==> src/verilog/pba_pkg.sv <==
package pba_pkg;
	// requesters: index 0 is the bridge itself, 1 to 4 the external masters
	localparam int PBA_NREQ = 5;
	localparam int PBA_NEXT = 4;
	// register byte offsets on the AXI4-Lite slave
	localparam logic [7:0] PBA_OFS_RSVD = 8'h44;
	localparam logic [7:0] PBA_OFS_CFG = 8'h48;
	localparam logic [7:0] PBA_OFS_STAT = 8'h80;
	// field positions in the arbiter register
	localparam int PBA_EN_LSB = 0;
	localparam int PBA_EXT_BIT = 9;
	localparam int PBA_BM_EN_BIT = 10;
	localparam int PBA_REFRESH_BIT = 11;
	localparam int PBA_FAIR_LSB = 12;
	localparam int PBA_TOGGLE_BIT = 20;
	localparam int PBA_PRIO_LSB = 22;
	// field reset values
	localparam logic [4:0] PBA_EN_RST = 5'h1F;
	localparam logic [7:0] PBA_FAIR_RST = 8'h08;
	localparam logic [4:0] PBA_PRIO_RST = 5'h01;
	localparam logic [31:0] PBA_CFG_RST = {27'h0, PBA_EN_RST} | ({24'h0, PBA_FAIR_RST} << PBA_FAIR_LSB)
		| ({27'h0, PBA_PRIO_RST} << PBA_PRIO_LSB);
	// writable bits; reserved bits 8:5, 21 and 31:27 stay zero
	localparam logic [31:0] PBA_CFG_WMASK = 32'h07DF_FE1F;
	// status register field positions
	localparam int PBA_STAT_OWNER_LSB = 0;
	localparam int PBA_STAT_GRANTED_BIT = 3;
	localparam int PBA_STAT_SUSPECT_LSB = 4;
	localparam int PBA_STAT_BROKEN_LSB = 9;
	localparam int PBA_STAT_FAIR_LSB = 16;
	localparam int PBA_STAT_ARMED_BIT = 24;
	localparam int PBA_STAT_EXT_BIT = 25;
	// timing counts in bus clocks
	localparam int PBA_BM_CYCLES = 16;
	localparam logic [3:0] PBA_BM_LAST = 4'(PBA_BM_CYCLES - 1);
	localparam logic [1:0] PBA_TOG_DELAY = 2'h2;
	// axi responses
	localparam logic [1:0] PBA_RESP_OKAY = 2'h0;
	localparam logic [1:0] PBA_RESP_SLVERR = 2'h2;

	typedef enum logic [1:0] {
		PBA_ARB_IDLE = 2'b00,
		PBA_ARB_GRANT = 2'b01,
		PBA_ARB_EXT = 2'b10
	} pba_st_type;

	typedef struct packed {
		pba_st_type st;
		logic [2:0] owner;
		logic [2:0] last;
		logic [7:0] fair;
		logic armed;
		logic seen_frame;
		logic [3:0] bm_cnt;
		logic [1:0] tog;
		logic frame_prev;
		logic [PBA_NREQ-1:0] suspect;
		logic [PBA_NREQ-1:0] broken;
		logic [PBA_NREQ-1:0] served;
		logic [31:0] cfg;
		logic [PBA_NEXT-1:0] gnt_n;
		logic own_gnt;
		logic ext_req_n;
		logic awready;
		logic wready;
		logic aw_have;
		logic w_have;
		logic [7:0] awaddr;
		logic [31:0] wdata;
		logic [3:0] wstrb;
		logic bvalid;
		logic [1:0] bresp;
		logic arready;
		logic rvalid;
		logic [31:0] rdata;
		logic [1:0] rresp;
	} pba_state_type;

	localparam pba_state_type PBA_STATE_RST = '{st: PBA_ARB_IDLE, cfg: PBA_CFG_RST, gnt_n: 4'hF,
		ext_req_n: 1'b1, frame_prev: 1'b1, default: '0};
endpackage

==> src/verilog/pba_arbiter.sv <==
`timescale 1ns/100ps
`default_nettype none
module pba_arbiter
	import pba_pkg::*;
(
	input wire logic aclk,
	input wire logic aresetn,
	input wire logic [7:0] s_axi_awaddr,
	input wire logic [2:0] s_axi_awprot,
	input wire logic s_axi_awvalid,
	output logic s_axi_awready,
	input wire logic [31:0] s_axi_wdata,
	input wire logic [3:0] s_axi_wstrb,
	input wire logic s_axi_wvalid,
	output logic s_axi_wready,
	output logic [1:0] s_axi_bresp,
	output logic s_axi_bvalid,
	input wire logic s_axi_bready,
	input wire logic [7:0] s_axi_araddr,
	input wire logic [2:0] s_axi_arprot,
	input wire logic s_axi_arvalid,
	output logic s_axi_arready,
	output logic [31:0] s_axi_rdata,
	output logic [1:0] s_axi_rresp,
	output logic s_axi_rvalid,
	input wire logic s_axi_rready,
	input wire logic [3:0] req_n,
	output logic [3:0] gnt_n,
	input wire logic frame_n,
	input wire logic irdy_n,
	input wire logic own_req,
	output logic own_gnt,
	output logic ext_req_n,
	input wire logic ext_gnt_n
);
	// protection bits carry no meaning here
	logic unused_prot;
	assign unused_prot = ^{s_axi_awprot, s_axi_arprot};

	// word decode: 0 unmapped, 1 reserved, 2 arbiter, 3 status
	function automatic logic [1:0] addr_sel(input logic [7:0] a);
		logic [1:0] s;
		s = 2'h0;
		if (a[7:2] == PBA_OFS_RSVD[7:2]) s = 2'h1;
		if (a[7:2] == PBA_OFS_CFG[7:2]) s = 2'h2;
		if (a[7:2] == PBA_OFS_STAT[7:2]) s = 2'h3;
		return s;
	endfunction

	// byte-lane merge limited to the writable bits
	function automatic logic [31:0] merge(input logic [31:0] old, input logic [31:0] nw, input logic [3:0] st);
		logic [31:0] m;
		m = {{8{st[3]}}, {8{st[2]}}, {8{st[1]}}, {8{st[0]}}} & PBA_CFG_WMASK;
		return (old & ~m) | (nw & m);
	endfunction

	// one-hot vector for a requester index
	function automatic logic [PBA_NREQ-1:0] onehot(input logic [2:0] idx);
		return PBA_NREQ'(1) << idx;
	endfunction

	pba_state_type q; // registered state
	pba_state_type d; // next state

	logic [PBA_NREQ-1:0] req_raw; // active-high view of all requests
	logic [PBA_NREQ-1:0] excl; // suspect or broken requesters
	logic [PBA_NREQ-1:0] elig; // requests taking part in arbitration
	logic [PBA_NREQ-1:0] others; // eligible requests other than the owner
	logic pick_any; // someone can be granted
	logic [2:0] pick_win; // who would be granted
	logic ext_mode; // external arbiter selected
	logic bus_idle; // frame and irdy both high
	logic frame_fall; // frame seen going low this clock
	logic bm_cond; // broken-master count runs this clock
	logic bm_expire; // sixteenth idle clock without frame
	logic fair_expire; // fairness budget used up
	logic [7:0] cfg_fair; // fairness seed field
	logic [31:0] stat_word; // status register image

	assign ext_mode = q.cfg[PBA_EXT_BIT];
	assign cfg_fair = q.cfg[PBA_FAIR_LSB +: 8];
	assign bus_idle = frame_n & irdy_n;
	assign frame_fall = q.frame_prev & ~frame_n;
	assign req_raw = {~req_n, own_req};
	assign excl = q.suspect | q.broken;
	// disabled or broken requesters never reach the picker
	assign elig = req_raw & q.cfg[PBA_EN_LSB +: PBA_NREQ] & ~excl;
	assign others = elig & ~onehot(q.owner);
	assign bm_cond = q.cfg[PBA_BM_EN_BIT] & ~q.seen_frame & bus_idle;
	assign bm_expire = bm_cond & (q.bm_cnt == PBA_BM_LAST);
	// a zero seed never expires, so the owner keeps the bus until it lets go
	assign fair_expire = (cfg_fair != 8'h00) & q.armed & (|others) & (q.fair == 8'h00);

	// priority levels steer the picker
	pba_pick u_pick (
		.req(elig),
		.hi(q.cfg[PBA_PRIO_LSB +: PBA_NREQ]),
		.last(q.last),
		.any(pick_any),
		.win(pick_win)
	);

	// status image: owner, grant, exclusion sets, fairness count
	always_comb begin
		stat_word = 32'h0;
		stat_word[PBA_STAT_OWNER_LSB +: 3] = q.owner;
		stat_word[PBA_STAT_GRANTED_BIT] = (q.st == PBA_ARB_GRANT);
		stat_word[PBA_STAT_SUSPECT_LSB +: PBA_NREQ] = q.suspect;
		stat_word[PBA_STAT_BROKEN_LSB +: PBA_NREQ] = q.broken;
		stat_word[PBA_STAT_FAIR_LSB +: 8] = q.fair;
		stat_word[PBA_STAT_ARMED_BIT] = q.armed;
		stat_word[PBA_STAT_EXT_BIT] = (q.st == PBA_ARB_EXT);
	end

	// all next-state logic: bus slave, arbiter, pin outputs
	always_comb begin
		d = q;
		d.frame_prev = frame_n;
		// write address and data are taken independently, in any order
		if (s_axi_awvalid && q.awready) begin
			d.aw_have = 1'b1;
			d.awaddr = s_axi_awaddr;
		end
		if (s_axi_wvalid && q.wready) begin
			d.w_have = 1'b1;
			d.wdata = s_axi_wdata;
			d.wstrb = s_axi_wstrb;
		end
		if (q.bvalid && s_axi_bready) begin
			d.bvalid = 1'b0;
		end
		// commit once both halves are held and no response is pending
		if (q.aw_have && q.w_have && !q.bvalid) begin
			d.aw_have = 1'b0;
			d.w_have = 1'b0;
			d.bvalid = 1'b1;
			d.bresp = PBA_RESP_OKAY;
			case (addr_sel(q.awaddr))
				2'h2: begin
					d.cfg = merge(q.cfg, q.wdata, q.wstrb);
				end
				2'h1, 2'h3: begin
					d.bresp = PBA_RESP_OKAY; // read-only words ignore writes
				end
				default: begin
					d.bresp = PBA_RESP_SLVERR;
				end
			endcase
		end
		d.awready = !d.aw_have && !d.bvalid;
		d.wready = !d.w_have && !d.bvalid;
		// reads answer one clock after the address is taken
		if (q.rvalid && s_axi_rready) begin
			d.rvalid = 1'b0;
		end
		if (s_axi_arvalid && q.arready) begin
			d.rvalid = 1'b1;
			d.rresp = PBA_RESP_OKAY;
			case (addr_sel(s_axi_araddr))
				2'h1: d.rdata = 32'h0;
				2'h2: d.rdata = q.cfg;
				2'h3: d.rdata = stat_word;
				default: begin
					d.rdata = 32'h0;
					d.rresp = PBA_RESP_SLVERR;
				end
			endcase
		end
		d.arready = !d.rvalid;

		// a released request turns a suspect into a broken master, cleared only by a refresh
		d.broken = q.broken | (q.suspect & ~req_raw);
		d.suspect = q.suspect & req_raw;
		// refresh once every other usable master has had the bus
		if (q.cfg[PBA_REFRESH_BIT] && (|excl)
			&& ((q.served | excl | ~q.cfg[PBA_EN_LSB +: PBA_NREQ]) == {PBA_NREQ{1'b1}})) begin
			d.broken = '0;
			d.suspect = '0;
			d.served = '0;
		end

		// arbiter sequence
		case (q.st)
			PBA_ARB_IDLE: begin
				if (ext_mode) begin
					d.st = PBA_ARB_EXT;
				end else if (pick_any) begin
					d.st = PBA_ARB_GRANT;
					d.owner = pick_win;
					d.last = pick_win;
					d.fair = cfg_fair;
					d.armed = 1'b0;
					d.seen_frame = 1'b0;
					d.bm_cnt = 4'h0;
					d.tog = 2'h0;
					d.served = d.served | onehot(pick_win);
				end
			end
			PBA_ARB_GRANT: begin
				if (ext_mode) begin
					d.st = PBA_ARB_EXT;
				end else begin
					// first frame fall after the grant arms fairness and starts the toggle delay
					if (frame_fall && !q.seen_frame) begin
						d.armed = 1'b1;
						d.seen_frame = 1'b1;
						d.tog = q.cfg[PBA_TOGGLE_BIT] ? PBA_TOG_DELAY : 2'h0;
					end else if (q.tog != 2'h0) begin
						d.tog = q.tog - 2'h1;
					end
					// broken-master watch only runs while the bus sits idle
					if (bm_cond && !bm_expire) begin
						d.bm_cnt = q.bm_cnt + 4'h1;
					end else begin
						d.bm_cnt = 4'h0;
					end
					// fairness only burns while someone else is waiting
					if (q.armed && (|others) && (q.fair != 8'h00)) begin
						d.fair = q.fair - 8'h01;
					end
					if (bm_expire && (q.owner != 3'h0)) begin
						// the bridge's own master is never marked, it has no way to be refreshed by software alone
						d.suspect = d.suspect | onehot(q.owner);
						d.served = '0;
					end
					if (!elig[q.owner] || bm_expire || fair_expire) begin
						d.st = PBA_ARB_IDLE;
					end
				end
			end
			PBA_ARB_EXT: begin
				if (!ext_mode) begin
					d.st = PBA_ARB_IDLE;
				end
			end
			default: begin
				d.st = PBA_ARB_IDLE;
			end
		endcase

		// pin outputs follow the next state so they leave with it
		for (int k = 1; k <= PBA_NEXT; k++) begin
			d.gnt_n[k-1] = !((d.st == PBA_ARB_GRANT) && (d.owner == 3'(k)) && (q.tog != 2'h1));
		end
		if (d.st == PBA_ARB_EXT) begin
			d.gnt_n = '1;
			d.own_gnt = !ext_gnt_n;
			d.ext_req_n = !own_req;
		end else begin
			d.own_gnt = (d.st == PBA_ARB_GRANT) && (d.owner == 3'h0);
			d.ext_req_n = 1'b1;
		end
	end

	// single state register, synchronous reset
	always_ff @(posedge aclk) begin
		if (!aresetn) begin
			q <= PBA_STATE_RST;
		end else begin
			q <= d;
		end
	end

	assign s_axi_awready = q.awready;
	assign s_axi_wready = q.wready;
	assign s_axi_bvalid = q.bvalid;
	assign s_axi_bresp = q.bresp;
	assign s_axi_arready = q.arready;
	assign s_axi_rvalid = q.rvalid;
	assign s_axi_rdata = q.rdata;
	assign s_axi_rresp = q.rresp;
	assign gnt_n = q.gnt_n;
	assign own_gnt = q.own_gnt;
	assign ext_req_n = q.ext_req_n;

	// a new grant only goes to a requester enabled when it was chosen; a write in that clock must not fire it
	AST_GRANT_ENABLED: assert property (@(posedge aclk) disable iff (!aresetn)
		(q.st == PBA_ARB_IDLE && !ext_mode && pick_any)
		|=> (($past(q.cfg[PBA_EN_LSB +: PBA_NREQ]) & onehot(q.owner)) != '0))
		else $error("grant given to a disabled requester");

	// external mode passes the own request straight out
	AST_EXT_REQ_OUT: assert property (@(posedge aclk) disable iff (!aresetn)
		(ext_mode && q.st == PBA_ARB_EXT) |=> (q.ext_req_n == !$past(own_req)))
		else $error("own request not forwarded in external mode");

	// count steps by one while the bus idles without frame
	AST_BM_COUNT: assert property (@(posedge aclk) disable iff (!aresetn)
		(q.st == PBA_ARB_GRANT && !ext_mode && bm_cond && !bm_expire) |=> (q.bm_cnt == $past(q.bm_cnt) + 4'h1))
		else $error("broken-master count did not advance");

	// sixteenth idle clock removes the grant and every grant line
	AST_BM_EXPIRE: assert property (@(posedge aclk) disable iff (!aresetn)
		(q.st == PBA_ARB_GRANT && !ext_mode && bm_expire) |=> (q.st == PBA_ARB_IDLE && q.gnt_n == 4'hF))
		else $error("grant kept after broken-master expiry");

	// without refresh a broken mark never goes away
	AST_BROKEN_STICKS: assert property (@(posedge aclk) disable iff (!aresetn)
		!q.cfg[PBA_REFRESH_BIT] |=> ((q.broken & $past(q.broken)) == $past(q.broken)))
		else $error("broken master cleared without refresh");

	// a fresh grant starts with the configured budget, disarmed
	AST_FAIR_RELOAD: assert property (@(posedge aclk) disable iff (!aresetn)
		(q.st == PBA_ARB_IDLE && !ext_mode && pick_any) |=> (q.fair == $past(cfg_fair) && !q.armed))
		else $error("fairness counter not reloaded on grant");

	// first frame fall of a grant arms the counter
	AST_FAIR_ARM: assert property (@(posedge aclk) disable iff (!aresetn)
		(q.st == PBA_ARB_GRANT && !ext_mode && frame_fall && !q.seen_frame) |=> q.armed)
		else $error("fairness counter not armed by frame fall");

	// zero seed keeps the owner granted while it still requests
	AST_FAIR_ZERO: assert property (@(posedge aclk) disable iff (!aresetn)
		(q.st == PBA_ARB_GRANT && !ext_mode && cfg_fair == 8'h00 && elig[q.owner] && !bm_expire)
		|=> (q.st == PBA_ARB_GRANT))
		else $error("grant removed with zero fairness seed");

	// grant line drops in the third clock after the frame fall, unless the bus has since moved to another owner
	AST_TOGGLE: assert property (@(posedge aclk) disable iff (!aresetn)
		(q.st == PBA_ARB_GRANT && !ext_mode && q.cfg[PBA_TOGGLE_BIT] && frame_fall && !q.seen_frame)
		|-> ##3 (q.gnt_n == 4'hF || q.owner != $past(q.owner, 3)))
		else $error("grant toggle missing or mistimed");

	// a high-level request always beats a low-level one, judged by the levels of the choosing clock
	AST_PRIO: assert property (@(posedge aclk) disable iff (!aresetn)
		(q.st == PBA_ARB_IDLE && !ext_mode && |(elig & q.cfg[PBA_PRIO_LSB +: PBA_NREQ]))
		|=> (($past(q.cfg[PBA_PRIO_LSB +: PBA_NREQ]) & onehot(q.owner)) != '0))
		else $error("low priority requester won over high");

	// external mode never grants a master
	AST_EXT_NO_GNT: assert property (@(posedge aclk) disable iff (!aresetn)
		ext_mode |=> (q.gnt_n == 4'hF))
		else $error("master granted while external arbiter selected");
endmodule
`default_nettype wire

==> src/verilog/pba_pick.sv <==
`timescale 1ns/100ps
`default_nettype none
// two-level round-robin choice: high-priority requesters first, then the rest
module pba_pick
	import pba_pkg::*;
(
	input wire logic [PBA_NREQ-1:0] req,
	input wire logic [PBA_NREQ-1:0] hi,
	input wire logic [2:0] last,
	output logic any,
	output logic [2:0] win
);
	// first set bit after the last winner, wrapping around
	function automatic logic [2:0] rr(input logic [PBA_NREQ-1:0] r, input logic [2:0] l);
		logic [2:0] w;
		logic hit;
		int k;
		w = l;
		hit = 1'b0;
		for (int i = 1; i <= PBA_NREQ; i++) begin
			k = (int'(l) + i) % PBA_NREQ;
			if (!hit && r[k]) begin
				w = 3'(k);
				hit = 1'b1;
			end
		end
		return w;
	endfunction

	logic [PBA_NREQ-1:0] hi_req; // requesters at high level

	// low level only competes when no high-level request is up
	always_comb begin
		hi_req = req & hi;
		any = |req;
		win = (|hi_req) ? rr(hi_req, last) : rr(req, last);
	end
endmodule
`default_nettype wire

==> config.mk <==
export PLATFORM = sky130hd
export DESIGN_NAME = pba_arbiter
export DESIGN_NICKNAME = d
export VERILOG_FILES = /design/src/verilog/pba_pkg.sv /design/src/verilog/pba_arbiter.sv /design/src/verilog/pba_pick.sv
export SDC_FILE = /design/constraint.sdc
export NUM_CORES = 1
export LEC_CHECK = 0
export BUFFER_PORTS_ARGS = -buffer_cell sky130_fd_sc_hd__buf_4
export CAP_MARGIN = 20
export CORE_MARGIN = 2
export CORE_UTILIZATION = 37
export DETAILED_ROUTE_END_ITERATION = 8
export SETUP_SLACK_MARGIN = 0.05
export SLEW_MARGIN = 30
export SYNTH_ARGS = -nofsm -noshare
export SYNTH_HDL_FRONTEND = slang
export SYNTH_SLANG_ARGS = --single-unit
==> constraint.sdc <==
create_clock -name aclk -period 8.19 [get_ports aclk]
set_clock_uncertainty 0.05 [all_clocks]
set_input_delay 1.2285 -clock aclk [delete_from_list [all_inputs] [get_ports aclk]]
set_output_delay 1.2285 -clock aclk [all_outputs]
set_load 0.03 [all_outputs]
# Word-level counts from Yosys, hierarchy flattened
# Index checks and enable logic that the tools add are counted.
# Widths: inputs -> output; s select.
[totals]
reg_bits = 165
elab_cells = 287
[classes]
addsub = 8
n_div = 5
n_lt_le_gt_ge = 6
n_eq_ne = 29
n_shift = 2
mux = 95
bitwise_logic = 33
n_reduce_logical = 80
[op_table]
columns = ["cell", "count"]
rows = [
  ["$lt 32x5->1 const B", 5],
  ["$mod 32x4->32 const B", 5],
  ["$pmux 32 s2", 1],
  ["$mux 2", 18],
  ["$mux 3", 12],
  ["$mux 1", 35],
  ["$mux 35", 1],
  ["$mux 5", 7],
  ["$bmux 1 s3", 11],
  ["$logic_and 1x1->1", 33],
  ["$and 32x27->32", 1],
  ["$and 32x32->32", 1],
  ["$not 27->32", 1],
  ["$or 32x32->32", 1],
  ["$pmux 16 s2", 1],
  ["$and 5x5->5", 6],
  ["$or 5x5->5", 6],
  ["$eq 6x5->1 const B", 4],
  ["$mux 24", 1],
  ["$logic_not 1->1", 22],
  ["$mux 22", 1],
  ["$not 5->5", 4],
  ["$reduce_or 5->1", 4],
  ["$mux 16", 1],
  ["41 further kinds", 76],
]

# Depth between registers and ports, before layout
[depth]
word_depth = 28
ltp_mapped = 25
depth_no_buf = 20

# Modules after synthesis
# From an unflattened synthesis, not the netlist that was laid out.
[hier_totals]
hier_cells = 1105
area_unflattened_um2 = 8572.0
[by_module_without_submodules]
columns = ["mod", "instances", "cells_per_inst", "area_per_inst_um2", "seq_area_each_um2"]
rows = [
  ["pba_arbiter", 1, 736, 5929.4, 2702.6],
  ["pba_pick", 1, 369, 2642.5, 0.0],
]

# Worst setup path after synthesis
# No wires, ideal clock.
[synth_timing]
kind = "reg-to-reg"
startpoint = "reg q[157] (netlist name)"
endpoint = "reg q (netlist bit gnt_n[3])"
setup_time_ns = 0.130
arrival_ns = 5.785
slack_ns = 2.225
stages_incl_launch_ff = 25
path_buffers = 5
period_less_slack_ns = 5.965
path_cell_list = "dfxtp_1 > buf_2 > clkbuf_1 > buf_2 > buf_2 > buf_2 > inv_1 > ha_1 > ha_1 > nor4b_4 > or4_1 > and2_1 > ha_1 > nor2b_1 > nor3_1 > a211oi_4 > a2bb2oi_1 > a22oi_1 > o2111a_1 > or4b_1 > a32oi_1 > a311oi_1 > a31oi_4 > a21oi_2 > nand4bb_1"
[synth_between]
elab_chain_cells = 26
[synth_lines]
columns = ["element", "line", "text"]
rows = [
  ["from (decl)", "pba_arbiter.sv:62", "pba_state_type q;"],
  ["from (signal assigned)", "pba_arbiter.sv:258", "q <= PBA_STATE_RST;"],
  ["from (signal assigned)", "pba_arbiter.sv:260", "q <= d;"],
  ["$add 3x1->4", "pba_pick.sv:21", "k = (int'(l) + i) % PBA_NREQ;"],
  ["$mod 32x4->32", "pba_pick.sv:21", ""],
  ["$bmux 1 s3", "pba_pick.sv:22", "if (!hit && r[k]) begin"],
  ["$mux 1 (not written as such) (2 in series)", "pba_pick.sv:22", ""],
  ["$mux 1", "pba_pick.sv:22", ""],
  ["$logic_not 1->1", "pba_pick.sv:22", ""],
  ["$logic_and 1x1->1", "pba_pick.sv:22", ""],
  ["$mux 1", "pba_pick.sv:22", ""],
  ["(+8 left out)", "--", ""],
  ["$mux 3", "pba_pick.sv:22", ""],
  ["$mux 3 (*)", "pba_pick.sv:36", "win = (|hi_req) ? rr(hi_req, last) : rr(req, last);"],
  ["$mux 24 (*)", "pba_arbiter.sv:187", "end else if (pick_any) begin"],
  ["$mux 22 (*)", "pba_arbiter.sv:185", "if (ext_mode) begin"],
  ["$mux 6 (*)", "pba_arbiter.sv:183", "case (q.st)"],
  ["$eq 3x3->1 (*)", "pba_arbiter.sv:243", "d.gnt_n[k-1] = !((d.st == PBA_ARB_GRANT) && (d.owner == 3'(k)) && (q.tog != 2'h1));"],
  ["$logic_and 1x1->1 (*) (2 in series)", "pba_arbiter.sv:243", ""],
  ["$logic_not 1->1 (*)", "pba_arbiter.sv:243", ""],
]
# Every way passes the cells marked *; elsewhere a longest branch is shown, timed or not. The select of a mux whose other input is x is not followed.
# A chain may end at the register's enable or synchronous reset.

# Final worst setup path
# Same ends and word-level chain as after synthesis.

==> metrics.md <==
| Metric | Value |
|---|---|
| Nets | 1288 |
| Maximum clock path buffer count | 2 |
| # resized after CTS | 0 |
| Top_reg_cell synth | dfxtp_1 |
| First-pass GRT wire length | ~43000 µm |
| DRT Pass-1 Iters | 5 |
| Area leader, netlist | dfxtp_1 |
| H-tree depth | 4 |
| Most common cell after layout, fill and taps aside | nand2_1 |
| Yosys top cell area share | 29.37% |
| Final min period | 6.085 ns |
| Peak VDD IR | ~0.00013 V |
| Ant. Diodes | 0 |
| YS warnings | 0 |
| Die span in y | 161.7 µm |
| Syn Area/Cell | 7.872 µm² |
| Clk pwr share | between 20% and 30% |
| Critical path class | register to register |
| Total grt overflow | 0 |
| Vias in the first global route | 8011 |
| Crit-path most repeated cell | ha_1 |
| Crit-path cells | ha_1 -> buf_4 -> xnor2_2 -> inv_2 -> ha_1 -> nor4b_2 -> o31ai_1 -> and2_1 -> ha_1 -> nor2b_1 -> nor3_1 -> a211oi_4 -> a2bb2oi_1 -> a22oi_1 -> o2111a_1 -> or4b_1 -> a32oi_1 -> a311oi_1 -> a31oi_4 -> a21oi_2 -> nand4bb_1 |
| Library cells used by synthesis | 95 |
| Worst setup SP type | register |
| Clock Latency Late Sink | 0.42 ns |
| Slowest CP cell | o31ai_1 |
| Root Driver | clkbuf_16 |
| Std-Cell Rows | 57 |
| Sw Ratio | 45.21% |
| Via-per-instance ratio | ~5.7 |
| Final ANT Viol Nets | 0 |
| Final worst-path cycle share | 74.29% |
| Status | finished clean |
| Initial antenna violation count | 0 |
| Internal power | 1.923 mW |
| CP max FO | 19 |
| Sw Pwr | 1.586 mW |
| Rel. slew slack | 40.77% |
| Core area | 0.02439 mm² |
| Cts hold-fix bufs | 0 |
| EDFF count, synth | 0 |
| Largest net degree at the start of global routing | 121 |
| Most frequent cells in the layout | nand2_1, dfxtp_1, buf_4 |
| Worst EP arrival | roughly 6.3 ns |
| Total GRT Usage | 20.12% |
| Fill cells | 2505 |
| IO Port Bufs | 92 |
| Worst path required time | 8.43 ns |
| Endpoints failing hold | 0 |
| Post-Syn Area | 0.009203 mm² |
| Fmax | 164.3 MHz |
| Combinational share of power | a little under three fifths |
| Max-slew violation count | 0 |
| Crit end category | register |
| Routed wire length per instance | 17.41 µm |
| TritonCTS buffer count | 17 |
| Post-CTS setup buffer count | 0 |
| GPL Wtd Cong | 0.9132 |
| Share of layout cells above drive strength 1 | 15.99% |
| Worst slew pin tran | 0.8810 ns |
| Worst-path clk slew | approximately 0.070 ns |
| Leak | 4.053 nW |
| Vias | 8757 |
| # setup viols final | 0 |
| Dominant cells by area after synthesis | dfxtp_1, nand2_1, a21boi_0, ha_1, nor2_1 |
| Routed WL | 26550 µm |
| CTS tree | done |
| I/O pin cnt | 120 |
| Drc violations | 0 |
| Highest cell delay on the worst timing path | 0.59 ns |
| Hold crit path type | register to register |
| Starting Density | 37.73% |
| Max-cap violations | 0 |
| Die Area | 0.02615 mm² |
| FFs w/ async S/R, synth | 0% |
| RSZ-0062 raised after global routing | false |
| PwrDens | 335.4 mW/mm² |
| Die Span X | 161.7 µm |
| Syn Inst Count | 1169 |
| Hold slack | slightly above 0.4 ns |
| Flops & latches, synth | 135 |
| DP HPWL | 19360 µm |
| Initial DRC count | 702 |
| CTS sink count | 135 |
| Area grow syn2layout | 13.69% |
| Setup TNS | 0 ns |
| Seq pwr share | 22.0% |
| Register area share after synthesis | around 29% |
## synth_stat cells (8+ instances only)
cell type  number
nand3b_1        9
a221oi_1       20
nand3_1        60
xnor2_1         8
nand2_1       152
nor3_1         25
nor2_1         86
a31oi_1        10
nor3b_1        23
and2_1         19
o21a_1          9
o211ai_1       12
a21boi_0       61
a211oi_1       11
o21ai_0        47
buf_2          10
clkbuf_1       58
buf_4          41
mux2i_1        15
and3_1         13
nand4_1         8
dfxtp_1       135
nor2b_1        20
nand2b_1       18
a21oi_1        48
nor4_1         11
ha_1           27
inv_1          24
## metrics by stage
step           std cells  utilization, %  total power [mW]  worst slack, ns  instance area (µm²)
2_1_floorplan       1175               -             2.318            2.225                 9225
3_3_place_gp        1493           40.46             2.706            2.374                 9868
3_5_place_dp        1493           40.46             2.724            2.236                 9869
4_1_cts             1525           42.87             3.490            2.194                10460
5_1_grt             1525           42.90             3.760            1.681                10460
6_report            1525           42.90             3.509            2.105                10460
## layout make-up
type                    instances  area (µm²)  share of cell area (%)
clock buffers                  19       452.9                   4.329
clock inverters                13       133.9                   1.280
inverters                      27       101.3                  0.9687
multi-input cells             901        5866                   56.06
flip-flops and latches        135        2704                   25.84
well taps                     324       405.4                   3.875
repair buffers                106       799.5                   7.642
## worst paths after layout
path | depth (start not counted) | slack (ns) | to | start
max | 21 | 2.11 | gnt_n[3] | q[157]
min | 2 | 0.41 | q[80] | q[80]
max reg2reg | 21 | 2.11 | gnt_n[3] | q[157]
min reg2reg | 2 | 0.41 | q[80] | q[80]
## metal layers
| metal | GRT usage (%) | routed length (µm) | up-vias |
|---|---|---|---|
| met3 | 3.703 | 1889 | 42 |
| met2 | 29.68 | 11310 | 313 |
| met4 | 6.436 | 549 | 0 |
| met5 | 0 | 0 | - |
| li1 | - | - | 4287 |
| met1 | 29.56 | 12810 | 4115 |
## worst max-delay path, delay by kind of cell, from the launching register on
kind,cells,cell delay (ns)
and+or+nand+nor,6,1.52
xor gates and xnor gates,1,0.14
DFF,1,0.55
AOI/OAI and AO/OA,9,2.55
buffers and inverters,2,0.37
adders and majority gates,3,0.75
## kinds of logic (layout without fill, tap and decap cells)
logic type | after synthesis | in the layout | synth area share [%]
other cells | 1 | 7 | 0.04075
fa+ha+maj | 27 | 27 | 3.671
simple gates | 504 | 504 | 29.10
buf+inv | 139 | 165 | 7.492
compound gates | 329 | 329 | 26.06
mux | 22 | 22 | 2.882
flops | 135 | 135 | 29.37
xor+xnor | 12 | 12 | 1.387
## power groups by stage
stage / clock, mW / combinational (mW) / sequential, mW
after floorplan: 0 / 1.56 / 0.754
after global placement: 0 / 1.92 / 0.783
after detailed placement: 0 / 1.94 / 0.784
after CTS: 0.769 / 1.95 / 0.770
after global routing: 0.802 / 2.18 / 0.779
final: 0.756 / 1.98 / 0.771
Power figures use the tool's default switching activity.
